[config.mk]
export PLATFORM = sky130hd
export DESIGN_NAME = plc_cycle_supervisor
export DESIGN_NICKNAME = d
export VERILOG_FILES = /design/src/plc_cycle_supervisor.v /design/src/pcs_tc_cell.v
export VERILOG_INCLUDE_DIRS = /design/src
export SDC_FILE = /design/constraint.sdc
export NUM_CORES = 1
export LEC_CHECK = 0
export BUFFER_PORTS_ARGS = -buffer_cell sky130_fd_sc_hd__buf_4
export CORE_ASPECT_RATIO = 1.5
export CORE_UTILIZATION = 50
export DETAILED_ROUTE_END_ITERATION = 12
export PLACE_DENSITY_LB_ADDON = 0.08
export SYNTH_ARGS = -nofsm -noshare
export SYNTH_HDL_FRONTEND = slang
export SYNTH_HIERARCHICAL = 1
export SYNTH_SLANG_ARGS = --single-unit
[constraint.sdc]
create_clock -name mclk -period 10.91 [get_ports mclk]
set_clock_uncertainty 0.1 [all_clocks]
set_input_delay 2.7275 -clock mclk [delete_from_list [all_inputs] [get_ports mclk]]
set_output_delay 2.7275 -clock mclk [all_outputs]
set_load 0.005 [all_outputs]
[src/pcs_defines.vh]
// Constants for the cycle supervisor
`ifndef PCS_DEFINES_VH
`define PCS_DEFINES_VH
`define PCS_CLK_NS 100
`define PCS_MS_NS 1000000
`define PCS_WD_MS 100
`define PCS_MIN_CYC_MS 1
`define PCS_BLINK_MS 250
`define PCS_TB_MS 10
`define PCS_CNT_MAX 999
`define PCS_A_CTRL 8'h00
`define PCS_A_STATUS 8'h04
`define PCS_A_OUTIMG 8'h08
`define PCS_A_INIMG 8'h0c
`define PCS_A_CYCLIM 8'h10
`define PCS_A_TIMER 8'h14
`define PCS_A_COUNT 8'h18
`define PCS_A_OUTBIT 8'h1c
`define PCS_A_IRQSTAT 8'h20
`define PCS_A_IRQCLR 8'h24
`define PCS_A_IRQEN 8'h28
`define PCS_A_AOCFG 8'h2c
`define PCS_A_AOVAL 8'h30
`define PCS_A_REMIN 8'h34
`define PCS_CTRL_RUN 0
`define PCS_CTRL_PULSE_LO 1
`define PCS_CTRL_PULSE_HI 2
`define PCS_TMR_START 12
`define PCS_CNT_LOAD 12
`define PCS_CNT_UP 13
`define PCS_CNT_DOWN 14
`define PCS_BIT_VAL 5
`define PCS_AO_HOLD 12
`define PCS_IRQ_WD 0
`define PCS_IRQ_OVR 1
`define PCS_IRQ_FLT 2
`define PCS_IRQ_TMR 3
`define PCS_IRQ_STOP 4
`define PCS_IRQ_W 5
`define PCS_CYCLIM_RST 16'h0096
`endif

[src/plc_cycle_supervisor.v]
// Run control, output safety and process image sequencing
// Functional notes
// - Driven I/O channel reads back as one
// - Shorted channel reads back zero
// - Any output fault blinks fault indicator
// - Three byte input and output images
// - Pulse output only on last two
// - Relay variant: no indicators, no diagnostics
// - 100 ms watchdog forces STOP
// - Cycle limit at least 1 ms forces STOP
// - RUN to STOP sets output lock
// - STOP drives all outputs to zero
// - Analog supply off; preset restart value
// - Remote inputs polled in every state
// - Clear inputs, startup, unlock, clear outputs
// - Read inputs, main block, write outputs
// - Timer and alarm events preempt cycle
// - Timer loads 10 ms to 9990 s
// - Counter loads up to 999, counts
// - Image access by bit, byte, word, dword
//
// Design decisions made here: the register addresses and the APB slave port.
`timescale 1ns/1ps
`include "pcs_defines.vh"
module plc_cycle_supervisor #(
    parameter MS_CYCLES = `PCS_MS_NS / `PCS_CLK_NS
) (
    input wire mclk,
    input wire rst,
    input wire [7:0] paddr,
    input wire psel,
    input wire penable,
    input wire pwrite,
    input wire [31:0] pwdata,
    input wire [3:0] pstrb,
    output reg [31:0] prdata,
    output reg pready,
    output reg pslverr,
    input wire [7:0] localIn,
    input wire [3:0] ioPin,
    input wire [3:0] ioShort,
    input wire overload,
    input wire overheat,
    input wire loadSupply,
    input wire relayVariant,
    input wire [7:0] remIn,
    input wire [1:0] pulseIn,
    input wire startupDone,
    input wire cycleDone,
    input wire eventReq,
    input wire eventDone,
    output reg runStartupBlock,
    output reg runMainCycleBlock,
    output reg runEvent,
    output reg [7:0] localOut,
    output reg [15:0] remOut,
    output reg faultLed,
    output reg loadLed,
    output reg commandOutputLock,
    output reg aoSupply,
    output reg [11:0] aoValue,
    output reg cpuStop,
    output reg irq
);
    localparam S_STOP = 3'd0;
    localparam S_CLRPII = 3'd1;
    localparam S_STARTUP = 3'd2;
    localparam S_CLRPIQ = 3'd3;
    localparam S_READPII = 3'd4;
    localparam S_MAIN = 3'd5;
    localparam S_EVENT = 3'd6;
    localparam S_WRITEPIQ = 3'd7;

    reg [2:0] state;
    reg [23:0] inputProcessImage;
    reg [23:0] outputProcessImage;
    reg [23:0] piqLatch;
    reg [7:0] remLatest;
    reg relayStrap;
    reg ctrlRun;
    reg [1:0] pulseSel;
    reg [15:0] cycLim;
    reg [12:0] aoCfg;
    reg [`PCS_IRQ_W-1:0] irqStat;
    reg [`PCS_IRQ_W-1:0] irqEn;
    reg tmrPend;
    reg [31:0] msCnt;
    reg msTick;
    reg [3:0] tenCnt;
    reg tick10;
    reg [7:0] wdMs;
    reg [15:0] cycMs;
    reg [7:0] blinkMs;
    reg blink;
    reg [31:0] rdMux;
    reg rdErr;

    wire wrEn = psel && penable && pready && pwrite;
    wire rdEn = psel && !penable;
    wire running = (state != S_STOP);
    wire inCycle = state[2];
    wire wdFire = running && msTick && (wdMs == `PCS_WD_MS - 1);
    wire [15:0] limEff = (cycLim < `PCS_MIN_CYC_MS) ? 16'd`PCS_MIN_CYC_MS : cycLim;
    wire ovrFire = inCycle && (cycMs >= limEff);
    wire stopReq = running && (!ctrlRun || wdFire || ovrFire);
    wire anyFault = !relayStrap && (overload || overheat || (|ioShort));
    wire evtPend = eventReq || tmrPend;
    wire [3:0] ioRead;
    wire [9:0] tCur;
    wire [9:0] cCur;
    wire tRun;
    wire tDone;
    wire tmrWr = wrEn && (paddr == `PCS_A_TIMER);
    wire cntWr = wrEn && (paddr == `PCS_A_COUNT);

    // Driven channel reads back its drive unless shorted
    genvar g;
    generate
        for (g = 0; g < 4; g = g + 1) begin : gRead
            assign ioRead[g] = (localOut[g] && !relayStrap) ? !ioShort[g] : ioPin[g];
        end
    endgenerate

    // Byte lane merge for image writes
    function [23:0] laneMerge;
        input [23:0] old;
        input [31:0] wd;
        input [3:0] st;
        begin
            laneMerge[7:0] = st[0] ? wd[7:0] : old[7:0];
            laneMerge[15:8] = st[1] ? wd[15:8] : old[15:8];
            laneMerge[23:16] = st[2] ? wd[23:16] : old[23:16];
        end
    endfunction

    pcs_tc_cell uCell (
        .mclk(mclk),
        .rst(rst),
        .tick10(tick10),
        .tLoad(tmrWr),
        .tStart(pwdata[`PCS_TMR_START]),
        .tVal(pwdata[9:0]),
        .tBase(pwdata[11:10]),
        .cLoad(cntWr && pwdata[`PCS_CNT_LOAD]),
        .cUp(cntWr && pwdata[`PCS_CNT_UP]),
        .cDown(cntWr && pwdata[`PCS_CNT_DOWN]),
        .cVal(pwdata[9:0]),
        .tCur(tCur),
        .tRun(tRun),
        .tDone(tDone),
        .cCur(cCur)
    );

    // Strap is caught by the clock, never by the reset branch
    always @(posedge mclk) begin
        relayStrap <= relayVariant;
    end

    // Millisecond and 10 ms time bases
    always @(posedge mclk or posedge rst) begin
        if (rst) begin
            msCnt <= 32'h0;
            msTick <= 1'b0;
            tenCnt <= 4'h0;
            tick10 <= 1'b0;
        end else begin
            msTick <= (msCnt == MS_CYCLES - 1);
            msCnt <= (msCnt == MS_CYCLES - 1) ? 32'h0 : msCnt + 32'h1;
            tick10 <= 1'b0;
            if (msTick) begin
                tenCnt <= (tenCnt == `PCS_TB_MS - 1) ? 4'h0 : tenCnt + 4'h1;
                tick10 <= (tenCnt == `PCS_TB_MS - 1);
            end
        end
    end

    // Watchdog, cycle time and blink counters
    always @(posedge mclk or posedge rst) begin
        if (rst) begin
            wdMs <= 8'h0;
            cycMs <= 16'h0;
            blinkMs <= 8'h0;
            blink <= 1'b0;
        end else begin
            if (!running || state == S_WRITEPIQ) begin
                wdMs <= 8'h0;
            end else if (msTick) begin
                wdMs <= wdMs + 8'h1;
            end
            if (!inCycle || state == S_WRITEPIQ) begin
                cycMs <= 16'h0;
            end else if (msTick && cycMs != 16'hffff) begin
                cycMs <= cycMs + 16'h1;
            end
            if (msTick) begin
                blinkMs <= (blinkMs == `PCS_BLINK_MS - 1) ? 8'h0 : blinkMs + 8'h1;
                if (blinkMs == `PCS_BLINK_MS - 1) begin
                    blink <= !blink;
                end
            end
        end
    end

    // Run sequencer
    always @(posedge mclk or posedge rst) begin
        if (rst) begin
            state <= S_STOP;
            runStartupBlock <= 1'b0;
            runMainCycleBlock <= 1'b0;
            runEvent <= 1'b0;
            commandOutputLock <= 1'b1;
            inputProcessImage <= 24'h0;
            piqLatch <= 24'h0;
            remLatest <= 8'h0;
            tmrPend <= 1'b0;
        end else begin
            remLatest <= remIn;
            if (tDone) begin
                tmrPend <= 1'b1;
            end else if (state == S_MAIN && evtPend) begin
                tmrPend <= 1'b0;
            end
            if (stopReq) begin
                state <= S_STOP;
                commandOutputLock <= 1'b1;
                runStartupBlock <= 1'b0;
                runMainCycleBlock <= 1'b0;
                runEvent <= 1'b0;
            end else begin
                case (state)
                    S_STOP: begin
                        if (ctrlRun) begin
                            state <= S_CLRPII;
                        end
                    end
                    S_CLRPII: begin
                        inputProcessImage <= 24'h0;
                        runStartupBlock <= 1'b1;
                        state <= S_STARTUP;
                    end
                    S_STARTUP: begin
                        if (startupDone) begin
                            runStartupBlock <= 1'b0;
                            commandOutputLock <= 1'b0;
                            state <= S_CLRPIQ;
                        end
                    end
                    S_CLRPIQ: begin
                        state <= S_READPII;
                    end
                    S_READPII: begin
                        inputProcessImage <= {remLatest, 4'h0, ioRead, localIn};
                        runMainCycleBlock <= 1'b1;
                        state <= S_MAIN;
                    end
                    S_MAIN: begin
                        if (evtPend) begin
                            runMainCycleBlock <= 1'b0;
                            runEvent <= 1'b1;
                            state <= S_EVENT;
                        end else if (cycleDone) begin
                            runMainCycleBlock <= 1'b0;
                            state <= S_WRITEPIQ;
                        end
                    end
                    S_EVENT: begin
                        if (eventDone) begin
                            runEvent <= 1'b0;
                            runMainCycleBlock <= 1'b1;
                            state <= S_MAIN;
                        end
                    end
                    S_WRITEPIQ: begin
                        piqLatch <= outputProcessImage;
                        state <= S_READPII;
                    end
                    default: begin
                        state <= S_STOP;
                    end
                endcase
            end
        end
    end

    // Physical outputs and indicators
    always @(posedge mclk or posedge rst) begin
        if (rst) begin
            localOut <= 8'h00;
            remOut <= 16'h0000;
            faultLed <= 1'b0;
            loadLed <= 1'b0;
            aoSupply <= 1'b0;
            cpuStop <= 1'b1;
            irq <= 1'b0;
        end else begin
            if (!running || commandOutputLock) begin
                localOut <= 8'h00;
                remOut <= 16'h0000;
            end else begin
                localOut[5:0] <= piqLatch[5:0];
                localOut[6] <= pulseSel[0] ? pulseIn[0] : piqLatch[6];
                localOut[7] <= pulseSel[1] ? pulseIn[1] : piqLatch[7];
                remOut <= piqLatch[23:8];
            end
            faultLed <= anyFault && blink;
            loadLed <= loadSupply && !relayStrap;
            aoSupply <= running && !stopReq;
            cpuStop <= !running || stopReq;
            irq <= |(irqStat & irqEn);
        end
    end

    // APB register file; a watchdog or overrun clears the run bit and wins over a write
    always @(posedge mclk or posedge rst) begin
        if (rst) begin
            pready <= 1'b0;
            pslverr <= 1'b0;
            prdata <= 32'h0;
            ctrlRun <= 1'b0;
            pulseSel <= 2'h0;
            cycLim <= `PCS_CYCLIM_RST;
            aoCfg <= 13'h0;
            aoValue <= 12'h000;
            irqStat <= {`PCS_IRQ_W{1'b0}};
            irqEn <= {`PCS_IRQ_W{1'b0}};
            outputProcessImage <= 24'h0;
        end else begin
            pready <= rdEn;
            pslverr <= rdEn && rdErr;
            prdata <= (rdEn && !pwrite) ? rdMux : 32'h0;
            if (wrEn && !pslverr) begin
                case (paddr)
                    `PCS_A_CTRL: begin
                        ctrlRun <= pwdata[`PCS_CTRL_RUN];
                        pulseSel <= pwdata[`PCS_CTRL_PULSE_HI:`PCS_CTRL_PULSE_LO];
                    end
                    `PCS_A_CYCLIM: cycLim <= pwdata[15:0];
                    `PCS_A_AOCFG: aoCfg <= pwdata[12:0];
                    `PCS_A_AOVAL: aoValue <= pwdata[11:0];
                    `PCS_A_IRQEN: irqEn <= pwdata[`PCS_IRQ_W-1:0];
                    `PCS_A_IRQCLR: irqStat <= irqStat & ~pwdata[`PCS_IRQ_W-1:0];
                    `PCS_A_OUTIMG: begin
                        outputProcessImage <= laneMerge(outputProcessImage, pwdata, pstrb);
                    end
                    `PCS_A_OUTBIT: begin
                        outputProcessImage[pwdata[4:0]] <= pwdata[`PCS_BIT_VAL];
                    end
                    default: begin
                    end
                endcase
            end
            if (state == S_CLRPIQ) begin
                outputProcessImage <= 24'h0;
                aoValue <= aoCfg[`PCS_AO_HOLD] ? aoValue : aoCfg[11:0];
            end
            if (wdFire || ovrFire) begin
                ctrlRun <= 1'b0;
            end
            if (wdFire) begin
                irqStat[`PCS_IRQ_WD] <= 1'b1;
            end
            if (ovrFire) begin
                irqStat[`PCS_IRQ_OVR] <= 1'b1;
            end
            if (anyFault) begin
                irqStat[`PCS_IRQ_FLT] <= 1'b1;
            end
            if (tDone) begin
                irqStat[`PCS_IRQ_TMR] <= 1'b1;
            end
            if (stopReq) begin
                irqStat[`PCS_IRQ_STOP] <= 1'b1;
            end
        end
    end

    // Read decode; bit index above 23 refused
    always @* begin
        rdMux = 32'h0;
        rdErr = 1'b0;
        case (paddr)
            `PCS_A_CTRL: rdMux = {29'h0, pulseSel, ctrlRun};
            `PCS_A_STATUS: begin
                rdMux = {19'h0, ioRead, relayStrap, aoSupply, commandOutputLock, cpuStop,
                         1'b0, state, anyFault};
            end
            `PCS_A_OUTIMG: rdMux = {8'h0, outputProcessImage};
            `PCS_A_INIMG: rdMux = {8'h0, inputProcessImage};
            `PCS_A_CYCLIM: rdMux = {16'h0, cycLim};
            `PCS_A_TIMER: rdMux = {16'h0, tRun, 5'h0, tCur};
            `PCS_A_COUNT: rdMux = {22'h0, cCur};
            `PCS_A_OUTBIT: rdErr = pwrite && (pwdata[4:0] > 5'd23);
            `PCS_A_IRQSTAT: rdMux = {{(32-`PCS_IRQ_W){1'b0}}, irqStat};
            `PCS_A_IRQCLR: rdMux = 32'h0;
            `PCS_A_IRQEN: rdMux = {{(32-`PCS_IRQ_W){1'b0}}, irqEn};
            `PCS_A_AOCFG: rdMux = {19'h0, aoCfg};
            `PCS_A_AOVAL: rdMux = {20'h0, aoValue};
            `PCS_A_REMIN: rdMux = {24'h0, remLatest};
            default: rdErr = 1'b1;
        endcase
    end
endmodule

[src/pcs_tc_cell.v]
// Timer and counter cell pair
`timescale 1ns/1ps
`include "pcs_defines.vh"
module pcs_tc_cell (
    input wire mclk,
    input wire rst,
    input wire tick10,
    input wire tLoad,
    input wire tStart,
    input wire [9:0] tVal,
    input wire [1:0] tBase,
    input wire cLoad,
    input wire cUp,
    input wire cDown,
    input wire [9:0] cVal,
    output reg [9:0] tCur,
    output reg tRun,
    output reg tDone,
    output reg [9:0] cCur
);
    reg [9:0] pre;
    reg [1:0] base;

    // Values above the ceiling saturate instead of wrapping
    function [9:0] clampMax;
        input [9:0] v;
        begin
            clampMax = (v > 10'd`PCS_CNT_MAX) ? 10'd`PCS_CNT_MAX : v;
        end
    endfunction

    function [9:0] baseDiv;
        input [1:0] b;
        begin
            case (b)
                2'd0: baseDiv = 10'd0;
                2'd1: baseDiv = 10'd9;
                2'd2: baseDiv = 10'd99;
                default: baseDiv = 10'd999;
            endcase
        end
    endfunction

    always @(posedge mclk or posedge rst) begin
        if (rst) begin
            tCur <= 10'h000;
            tRun <= 1'b0;
            tDone <= 1'b0;
            pre <= 10'h000;
            base <= 2'h0;
        end else begin
            tDone <= 1'b0;
            if (tLoad) begin
                tCur <= (tVal == 10'h000) ? 10'h001 : clampMax(tVal);
                base <= tBase;
                pre <= 10'h000;
                tRun <= tStart;
            end else if (tRun && tick10) begin
                if (pre == baseDiv(base)) begin
                    pre <= 10'h000;
                    tCur <= tCur - 10'h001;
                    if (tCur == 10'h001) begin
                        tRun <= 1'b0;
                        tDone <= 1'b1;
                    end
                end else begin
                    pre <= pre + 10'h001;
                end
            end
        end
    end

    always @(posedge mclk or posedge rst) begin
        if (rst) begin
            cCur <= 10'h000;
        end else if (cLoad) begin
            cCur <= clampMax(cVal);
        end else if (cUp && !cDown && cCur != 10'd`PCS_CNT_MAX) begin
            cCur <= cCur + 10'h001;
        end else if (cDown && !cUp && cCur != 10'h000) begin
            cCur <= cCur - 10'h001;
        end
    end
endmodule

==> results.md, run 1 <==
* Hold Path Sink: msCnt[0]
* Number of remaining DRC errors at 0
* Routed vias/inst at ~6
* Flops & latches, synth at around 300
* Layout cell share with drive strength beyond 1 at 0.1901
* Clk root buf: clkbuf_16
* Overflow after GRT at 0
* DR vias at between 10k and 15k
* RSZ-0062 raised after global routing: no
* Final net count at roughly 1.8k
* Power Dens Cells at about 130 mW/mm²
* Gr usage total at 0.2882
* Total chip power at between 2 and 2.5 mW
* Mapped Area at around 0.015 mm²
* Mux contribution to synthesized area at 0.08583
* Clock slew at reported path FFs at ~70 ps
* Hold Crit Start: msCnt[0]
* Slew @ Worst Pin at about 1200 ps
* Post-cts sizing count at 0
* Final worst path period share at 0.5803
* Routed wire length at 45130 µm
* Fraction of the mapped netlist area in adder cells at 0.02728
* Max IR drop VDD at around 0.15 mV
* Final count of pins violating max slew at 0
* Worst path max stage delay at between 700 and 800 ps
* Slowest stage cell, crit path: or4b_1
* Relative slew slack at 0.2206
* Xor/xnor share of the synthesized area at 0.04036
* Max Clk Rate at ~160 MHz
* Final setup margin at between 4000 and 5000 ps
* DRT iter0 DRCs at approximately 930
* Diode count at 0
* Synth top area share at 0.4742
* Mean post-synth cell area at 9.877 µm²
* Die area at 0.03154 mm²
* Post-synth top area cell: dfrtp_1
* H-tree lvl count at 1
* Clk Latency, worst-skew pair at ~590 ps
* Worst Path Required at 11290 ps
* Critical Path Source Type: input pin
* Ports at approximately 160
* Leak at a little over 8 nW
* EDFF count, synth at 0
* Avg WL per Cell at between 20 and 25 µm
* TritonCTS clock tree: built
* Pre-antenna DRT Iters at 6
* Crit path DAT at approximately 6700 ps
* Post-synth cell types at just under 90
* DP HPWL at 32370 µm
* Final ANT Viol Nets at 0
* Final hold violation count at 0
* Yosys warnings at 6
* Register-to-Register Path Depth at 10
* Worst hold slack at ~360 ps
* CTS Sinks at between 200 and 300
* CORE AREA at roughly 0.03 mm²
* Clock Path Buffers at 3
* Antenna violations before repair at 1
* Dpl ws at between 4000 and 5000 ps
* Fin area at ~0.018 mm²
* Reg2reg setup slack at approximately 7100 ps
* Crit path cell chain: buf_4, or4b_1, nor3_1, and2_1, nand3b_1, ha_1, a21oi_1, o2111ai_1, a31oi_1, mux2_2, a311oi_1
* CTS Buf Count at 29
* Main synth FF type: dfrtp_1
* Starting Density at 0.5093
* PortBufs at 144
* Status: completed
* Simple-Gate Fraction of Synth Area at 0.1905
* CP Max Fanout at 25
* First-pass GRT wire length at around 70000 µm
* Layout area overhead at 15.71%
* Reg2reg end: uCell/cCur[9]
* Asr flop ratio synth at 0.9967
* GP Congestion at approximately 0.93
* Height of the die at between 200 and 250 µm
* Largest net degree at the start of global routing at about 130
* Post-Place Cell Area at 0.01677 mm²
* Vias in the first global route at ~12k
* TNS Setup at 0 ps
* Die Span X at roughly 150 µm
* Compound-cell area share of the yosys netlist at 0.1263
* HP Class: reg2reg
* Crit end category: flip-flop
* WHS Path Cells at 1
* Seq/Total Area, Yosys at 0.4857
* Post CTS Setup Buffer Count at 0
* Critical path type: in2reg
* Main combinational cell family by area after synthesis: simple AND/OR/NAND/NOR gates
* Cells after Synth at 1560
* Max Cap Violations at 0
* Synth top area cells: dfrtp_1 (47%), mux2_2 (4.8%), nor2_1 (3.8%)
* Row count at between 70 and 80
* Endpoints failing setup at 0
* Reg-to-Reg Start: pready
* Final min period at roughly 6300 ps
* Hold Buf Count CTS at 0
==> layer usage <==
layer	GRT usage	wire length [µm]	vias up
li1	-	-	5786
met1	0.3421	17490	6130
met2	0.5051	22860	412
met3	0.03543	2277	121
met4	0.1646	2500	0
met5	0	0	-
==> logic make-up after synthesis <==
group / count (synthesis)
DFF: 299
other: 1
buffers and inverters: 146
adders and majority gates: 33
and+or+nand+nor: 585
xor gates and xnor gates: 71
AOI/OAI and AO/OA: 302
muxes: 123
==> state kept, by name, indices dropped and copies added, names as in the netlist, 4 cells and up <==
register            count
aoValue                12
msCnt                  32
localOut                8
uCell/tCur             10
irqStat                 5
inputProcessImage      20
prdata                 24
tenCnt                  4
remLatest               8
uCell/pre              10
cycLim                 16
outputProcessImage     24
aoCfg                  13
cycMs                  16
remOut                 16
wdMs                    8
uCell/cCur             10
piqLatch               24
blinkMs                 8
irqEn                   5
==> Yosys cell counts (all sizes together), types with 4 or more instances <==
cell type / n
nor3: 48
inv: 67
and4: 4
a22o: 5
nand3b: 7
or3: 11
xnor2: 45
nand3: 51
mux2i: 50
dfrtp: 292
nor4: 24
mux2: 73
a21o: 6
nand2: 154
and2: 35
a222oi: 4
and3: 13
o211ai: 5
o22ai: 10
dfstp: 6
buf: 38
xor2: 26
a21oi: 63
a221oi: 8
a22oi: 36
clkbuf: 41
o31ai: 4
ha: 32
or2: 5
o21ai: 100
or4: 9
nand4: 35
nor2: 158
nand2b: 17
a31oi: 17
==> worst max-delay path by stage <==
stage              from             to  slack [ps]  cells after the start
2_1_floorplan       rst       aoCfg[0]         820                      1
3_3_place_gp   paddr[4]  uCell/cCur[9]        4110                     11
3_5_place_dp   paddr[4]  uCell/cCur[9]        4070                     11
4_1_cts        paddr[4]  uCell/cCur[9]        4680                     11
5_1_grt        paddr[4]  uCell/cCur[9]        4400                     11
6_report       paddr[4]  uCell/cCur[9]        4580                     11
==> placed cells by master, fill, tap and decap left out, types with 10 or more instances in the layout <==
master,Yosys,final
buf_4,9,162
o21ai_0,81,81
clkbuf_16,0,29
o21ai_1,16,16
nor3_1,44,42
ha_1,32,32
or3_1,11,11
inv_1,66,65
mux2i_1,50,50
nand2b_1,15,15
nand2_1,154,154
o22ai_1,10,10
nand4_1,35,35
dfrtp_1,292,292
xnor2_1,45,45
nand3_1,51,51
and2_1,35,35
and3_1,13,13
a31oi_1,16,15
mux2_2,66,66
a22oi_1,36,36
xor2_1,26,26
nor2_1,155,154
nor4_1,19,18
a21oi_1,63,63
==> cell type report <==
class / count / area [µm²]
repair buffers: 162 / 1216
clock buffers: 38 / 819.5
flip-flops and latches: 299 / 7485
multi-input cells: 1122 / 7308
well taps: 400 / 500.5
fillers: 2632 / 12420
inverters: 67 / 259.0
clock inverters: 16 / 241.5
==> through the flow <==
| step | utilization | instances |
|---|---|---|
| after floorplan | - | 1567 |
| after global placement | 0.5543 | 2050 |
| after detailed placement | 0.5543 | 2050 |
| after CTS | 0.5893 | 2104 |
| after global routing | 0.5893 | 2104 |
| final | 0.5893 | 2104 |
==> report_power, final <==
part | switching, mW | internal [mW]
Clock | 0.458 | 0.654
Combinational | 0.0763 | 0.0408
Sequential | 0.0165 | 1.12
==> worst max-delay path: cells and delay by family <==
family | cells | cell delay, ps
AND/OR/NAND/NOR | 4 | 1740
multiplexers | 1 | 370
adder cells (fa/ha/maj) | 1 | 460
AO/OA/AOI/OAI | 4 | 1090
buffers and inverters | 1 | 290
(Power assumes the default switching activity.)
==> run 2: changes to the inputs <==
- clock period: 10.91 -> 5.74 ns (I/O delays scaled with it)
==> results.md, run 2 (synthesis gave the netlist of run 1 again) <==
* Status: completed (unchanged)
* Most used cell, CP: buf_4
* Final min period at about 4500 ps
* Ports at 162 (unchanged)
* DP HPWL at 33180 µm (was 32370 µm)
* Max reg flops at 32 (unchanged)
* Top delay family on crit path: simple AND/OR/NAND/NOR gates (unchanged)
* Starting Density at 0.5093 (unchanged)
* CP Max Fanout at 8 (was 25)
* Number of remaining DRC errors at 0 (unchanged)
* Max Clk Rate at roughly 220 MHz
* Overflow after GRT at 0 (unchanged)
* TritonCTS clock tree: built (unchanged)
* HP Class: reg2reg (unchanged)
* Layout cell share with drive strength beyond 1 at 0.1884 (was 0.1901)
* H-tree lvl count at 1 (unchanged)
* Crit path cell chain: buf_4, or4b_1, nor3_1, and2_1, nand3b_1, buf_4, ha_1, a211oi_1, a21oi_1, a31oi_1, mux2_2, a311oi_1 (was buf_4, or4b_1, nor3_1, and2_1, nand3b_1, ha_1, a21oi_1, o2111ai_1, a31oi_1, mux2_2, a311oi_1)
* Clock slew at reported path FFs at 60 ps (was 70 ps)
* Clk Latency, worst-skew pair at 570 ps (was 590 ps)
* Die Span X at 145.3 µm (unchanged)
* Final net count at 1803 (was 1797)
* Hold Buf Count CTS at 0 (unchanged)
* Row count at 78 (unchanged)
* Endpoints failing setup at 0 (unchanged)
* Max Cap Violations at 0 (unchanged)
* Final setup margin at 1218 ps (was 4579 ps)
* Pre-antenna DRT Iters at 5 (was 6)
* Max IR drop VDD at 0.2528 mV (was 0.1467 mV)
* Post-cts sizing count at 0 (unchanged)
* First-pass GRT wire length at 71620 µm (was 69920 µm)
* Dpl ws at 682.5 ps (was 4070 ps)
* Largest net degree at the start of global routing at 148 (was 131)
* Worst hold slack at 363.9 ps (was 361.9 ps)
* Worst Path Required at 6110 ps (was 11290 ps)
* Most common cell after layout, fill and taps aside: dfrtp_1 (unchanged)
* TNS Setup at 0 ps (unchanged)
* Power Dens Cells at 243.9 mW/mm² (was 132.7 mW/mm²)
* Critical Path Source Type: input pin (unchanged)
* GP Congestion at 0.9683 (was 0.9310)
* Final ANT Viol Nets at 0 (unchanged)
* Routed vias/inst at 5.920 (was 5.917)
* Antenna violations before repair at 0 (was 1)
* Gr usage total at 0.2954 (was 0.2882)
* Routed wire length at 45750 µm (was 45130 µm)
* Final hold violation count at 0 (unchanged)
* Crit path DAT at 4890 ps (was 6710 ps)
* Vias in the first global route at 12.32k (was 12.20k)
* Critical path type: in2reg (unchanged)
* Biggest register: msCnt (unchanged)
* Clock Path Buffers at 3 (unchanged)
* RSZ-0062 raised after global routing: no (unchanged)
* Commonest cells after routing, fill and taps aside: dfrtp_1 (292), buf_4 (165), nand2_1 (154), nor2_1 (154), o21ai_0 (81) (was dfrtp_1 (292), buf_4 (162), nand2_1 (154), nor2_1 (154), o21ai_0 (81))
* Slowest stage cell, crit path: or4b_1 (unchanged)
* Height of the die at 217 µm (unchanged)
* Diode count at 0 (unchanged)
* Worst path max stage delay at 680 ps (was 710 ps)
* Leak at 8.080 nW (was 8.095 nW)
* Die area at 0.03154 mm² (unchanged)
* Final worst path period share at 0.7878
* Crit end category: flip-flop (unchanged)
* CTS Sinks at 299 (unchanged)
* DRT iter0 DRCs at 722 (was 926)
* Post CTS Setup Buffer Count at 0 (unchanged)
* CTS Buf Count at 30 (was 29)
* Clk root buf: clkbuf_16 (unchanged)
* Critical path buffer and inverter count at 2 (was 1)
* Layout area overhead at 15.52% (was 15.71%)
* DR vias at 12.49k (was 12.45k)
* Slew @ Worst Pin at 1155 ps (was 1159 ps)
* CORE AREA at 0.03025 mm² (unchanged)
* Final count of pins violating max slew at 0 (unchanged)
* PortBufs at 144 (unchanged)
* Relative slew slack at 0.2299 (was 0.2206)
* Avg WL per Cell at 21.69 µm (was 21.45 µm)
-- run 2: changes by cell type in the layout (fill, tap and decap cells not counted), moves of 2 or more --
cell,previous run,this run
buf_12,0,2
clkbuf_1,3,10
inv_6,3,0
buf_4,162,165
clkbuf_16,29,31
bufinv_16,5,1
-- run 2: layout make-up --
class                           instances  area, µm²
Timing Repair Buffer                  167       1279
Tap cell                              400      500.5
Inverter                               67      255.2
Clock buffer                           47      895.9
Clock inverter                          7      71.32
Fill cell                            2683      12450
Sequential cell                       299       7485
Multi-Input combinational cell       1122       7313
-- run 2: final timing paths --
check / slack (ps) / end / depth (start not counted) / startpoint
min in group asynchronous: 790 / tenCnt[2] / 2 / rst
max in group asynchronous: 3610 / inputProcessImage[5] / 3 / rst
worst max register to register: 2250 / uCell/cCur[9] / 11 / pready
worst min-delay path: 360 / msCnt[0] / 1 / msCnt[0]
worst max-delay path: 1220 / uCell/cCur[9] / 12 / paddr[7]
worst min register to register: 360 / msCnt[0] / 1 / msCnt[0]
-- run 2: routing by layer --
| layer | wire [µm] | vias up | share of wire | global-route usage |
|---|---|---|---|---|
| li1 | - | 5779 | - | - |
| met1 | 17480 | 6141 | 0.38 | 0.3515 |
| met2 | 23110 | 435 | 0.50 | 0.5165 |
| met3 | 2385 | 131 | 0.052 | 0.03354 |
| met4 | 2787 | 0 | 0.061 | 0.1740 |
| met5 | 0 | - | 0 | 0 |
-- run 2: power breakdown --
part / total [mW] / switching, mW / internal [mW] / leakage (nW)
clock: 1.95 / 0.840 / 1.11 / 0.469
sequential: 2.16 / 0.0319 / 2.13 / 3.84
combinational: 0.227 / 0.147 / 0.0801 / 3.77
total: 4.34 / 1.02 / 3.32 / 8.08
-- run 2: per-stage QoR --
step / util / total power, mW / cells / area (µm²)
2_1_floorplan: - / 2.302 / 1567 / 15440
3_3_place_gp: 0.5564 / 2.425 / 2055 / 16830
3_5_place_dp: 0.5564 / 2.427 / 2055 / 16830
4_1_cts: 0.5883 / 4.374 / 2109 / 17800
5_1_grt: 0.5883 / 4.486 / 2109 / 17800
6_report: 0.5883 / 4.342 / 2109 / 17800
==> run 3: changes to the inputs <==
- ABC_AREA: unset -> 1
- clock period: 5.74 -> 3.7 ns (I/O delays scaled with it)
==> results.md, run 3 <==
* Reg2reg setup slack at 610 ps (was 2250 ps)
* CTS Buf Count at 30 (unchanged)
* Final count of pins violating max slew at 0 (unchanged)
* Reg2reg end: inputProcessImage[21] (was uCell/cCur[9])
* Largest net degree at the start of global routing at 115 (was 148)
* Max reg flops at 32 (unchanged)
* WL met1 at 17830 µm (was 17480 µm)
* Synth top area cells: dfrtp_1 (47%), nand2_1 (11%), inv_1 (6.2%) (was dfrtp_1 (47%), mux2_2 (4.8%), nor2_1 (3.8%))
* Max IR drop VDD at 0.4162 mV (was 0.2528 mV)
* Post CTS Setup Buffer Count at 0 (unchanged)
* Register-to-Register Path Depth at 19 (was 11)
* Most common cell in the synthesized netlist: nand2_1 (was dfrtp_1)
* DR vias at 13.85k (was 12.49k)
* GP Congestion at 0.9965 (was 0.9683)
* Yosys warnings at 6 (unchanged)
* Clk Latency, worst-skew pair at 580 ps (was 570 ps)
* Final ANT Viol Nets at 0 (unchanged)
* Routed wire length at 47690 µm (was 45750 µm)
* Fin area at 0.01824 mm² (was 0.01780 mm²)
* Synth top area share at 0.4678 (was 0.4742)
* Gr usage total at 0.3033 (was 0.2954)
* Routed vias/inst at 5.399 (was 5.920)
* Final worst path period share at 0.8358
* Post-synth cell types at 58 (was 88)
* Overflow after GRT at 0 (unchanged)
* Main synth FF type: dfrtp_1 (unchanged)
* Critical path type: reg2reg (was in2reg)
* Clock Path Buffers at 3 (unchanged)
* Leak at 8.772 nW (was 8.080 nW)
* DP HPWL at 36420 µm (was 33180 µm)
* CORE AREA at 0.03045 mm² (was 0.03025 mm²)
* Dpl ws at 64.00 ps (was 682.5 ps)
* Placed insts at 2509 (was 2055)
* Antenna violations before repair at 0 (unchanged)
* Status: completed (unchanged)
* CP startpoint: cycLim[10] (was paddr[7])
* RSZ-0062 raised after global routing: no (unchanged)
* First-pass GRT wire length at 74060 µm (was 71620 µm)
* PortBufs at 144 (unchanged)
* Asr flop ratio synth at 0.9967 (unchanged)
* Avg WL per Cell at 18.58 µm (was 21.69 µm)
* Final net count at 2257 (was 1803)
* Worst setup path end: inputProcessImage[21] (was uCell/cCur[9])
* Hold Buf Count CTS at 0 (unchanged)
* Clk root buf: clkbuf_16 (unchanged)
* Most common cell after layout, fill and taps aside: nand2_1 (was dfrtp_1)
* Ports at 162 (unchanged)
* Post-cts sizing count at 0 (unchanged)
* Post-synth top area cell: dfrtp_1 (unchanged)
* EDFF count, synth at 0 (unchanged)
* Non-Filler Instances at 2566 (was 2109)
* Biggest register: msCnt (unchanged)
* Layout area overhead at 16.75% (was 15.52%)
* Number of remaining DRC errors at 0 (unchanged)
* TritonCTS clock tree: built (unchanged)
* Commonest cells after routing, fill and taps aside: nand2_1 (473), dfrtp_1 (292), inv_1 (257), nor2_1 (203), buf_4 (178) (was dfrtp_1 (292), buf_4 (165), nand2_1 (154), nor2_1 (154), o21ai_0 (81))
* Height of the die at 218.5 µm (was 217 µm)
* Max layer used: met4 (unchanged)
* Total chip power at 6.998 mW (was 4.342 mW)
* Cells after Synth at 1979 (was 1560)
* Seq/Total Area, Yosys at 0.4792 (was 0.4857)
* Final hold violation count at 0 (unchanged)
* Post-Place Cell Area at 0.01720 mm² (was 0.01683 mm²)
* Reg-to-Reg Start: cycLim[10] (was pready)
* Worst hold slack at 353.2 ps (was 363.9 ps)
* Endpoints failing setup at 0 (unchanged)
* Starting Density at 0.5130 (was 0.5093)
* H-tree lvl count at 1 (unchanged)
* Die area at 0.03197 mm² (was 0.03154 mm²)
* Layout cell share with drive strength beyond 1 at 0.1372 (was 0.1884)
* HP Class: in2reg (was reg2reg)
* TNS Setup at 0 ps (unchanged)
* Met3 routed WL at 2007 µm (was 2385 µm)
* Max Cap Violations at 0 (unchanged)
* Met2 WL at 24440 µm (was 23110 µm)
* Clock slew at reported path FFs at 60 ps (about the same)
* WHS Path Cells at 1 (unchanged)
* Flops & latches, synth at 299 (unchanged)
* CTS Sinks at 299 (unchanged)
* CP Max Fanout at 20 (was 8)
* Final min period at a little over 3000 ps
* Power Dens Cells at 383.8 mW/mm² (was 243.9 mW/mm²)
* Die Span X at 146.3 µm (was 145.3 µm)
* Mapped Area at 0.01562 mm² (was 0.01541 mm²)
* Row count at 78 (unchanged)
* Max Clk Rate at 323.4 MHz
* Crit end category: flip-flop (unchanged)
* Vias in the first global route at 13.60k (was 12.32k)
* DRT iter0 DRCs at 979 (was 722)
* Post-synth top cells: nand2_1 (473), dfrtp_1 (292), inv_1 (258) (was dfrtp_1 (292), nor2_1 (155), nand2_1 (154))
* Slew @ Worst Pin at 844.9 ps (was 1155 ps)
* Worst Path Required at 4020 ps (was 6110 ps)
* Critical Path Source Type: flip-flop (was input pin)
* Crit path DAT at 3420 ps (was 4890 ps)
* Mean post-synth cell area at 7.893 µm² (was 9.877 µm²)
* Fin util at 0.5989 (was 0.5883)
* Pre-antenna DRT Iters at 6 (was 5)
* Relative slew slack at 0.4367 (was 0.2299)
* Final setup margin at 607.5 ps (was 1218 ps)
-- run 3: changes by cell type in the layout (fill, tap and decap cells not counted), sizes merged, moves of 50 or more --
cell   delta
mux2     -73
o21ai    +80
nor2     +57
inv     +203
nand2   +329
mux2i    -50
-- run 3: worst max-delay path: stages (launching register included) --
cell and delay (ps):
dfrtp_1 380, inv_1 180, nand4_1 110, o41ai_1 430, ha_1 300, nand2_1 60
nor2_1 40, nor2_1 80, nand2_1 70, nand2_1 60, nand2_1 70, nand2_1 60
nand2_1 50, nand2_1 140, nand2_4 100, nand2_2 200, o21ai_1 100, buf_4 240
nand2_1 90, o21ai_0 90
-- run 3: per-layer routing --
metal / GRT usage / vias to the layer above
li1: - / 6765
met1: 0.3400 / 6532
met2: 0.5483 / 417
met3: 0.02672 / 140
met4: 0.2014 / 0
met5: 0 / -
-- run 3: how the worst min path moves through the flow --
| stage | start | endpoint | slack, ps |
|---|---|---|---|
| finish | relayVariant | relayStrap | 350 |
| global route | relayVariant | relayStrap | 340 |
| CTS | relayVariant | relayStrap | 330 |
| detailed placement | tenCnt[1] | tick10 | 340 |
| global placement | tenCnt[1] | tick10 | 340 |
| floorplan | relayStrap | loadLed | 300 |
-- run 3: area by class of cell --
type                       count  area, µm²
clock inverter                15      181.4
antenna                        1      2.502
clock buffer                  41      852.1
fill                        2873      12210
timing repair buffer         180       1376
multi-input combinational   1359       6815
sequential                   299       7485
tap                          400      500.5
inverter                     271       1023
-- run 3: report_power, final --
group	switching (mW)	total, mW	internal (mW)	leakage [nW]
Clock	1.34	3.18	1.83	0.493
Combinational	0.267	0.407	0.140	4.39
Sequential	0.0596	3.42	3.36	3.89
-- run 3: kinds of logic after synthesis --
group	count (synthesis)	synth area share
AO/OA/AOI/OAI	370	0.1343
buffers and inverters	328	0.08651
other	1	0.0002401
XOR/XNOR	40	0.02243
flip-flops	299	0.4792
AND/OR/NAND/NOR	908	0.2504
adder cells (fa/ha/maj)	33	0.02691
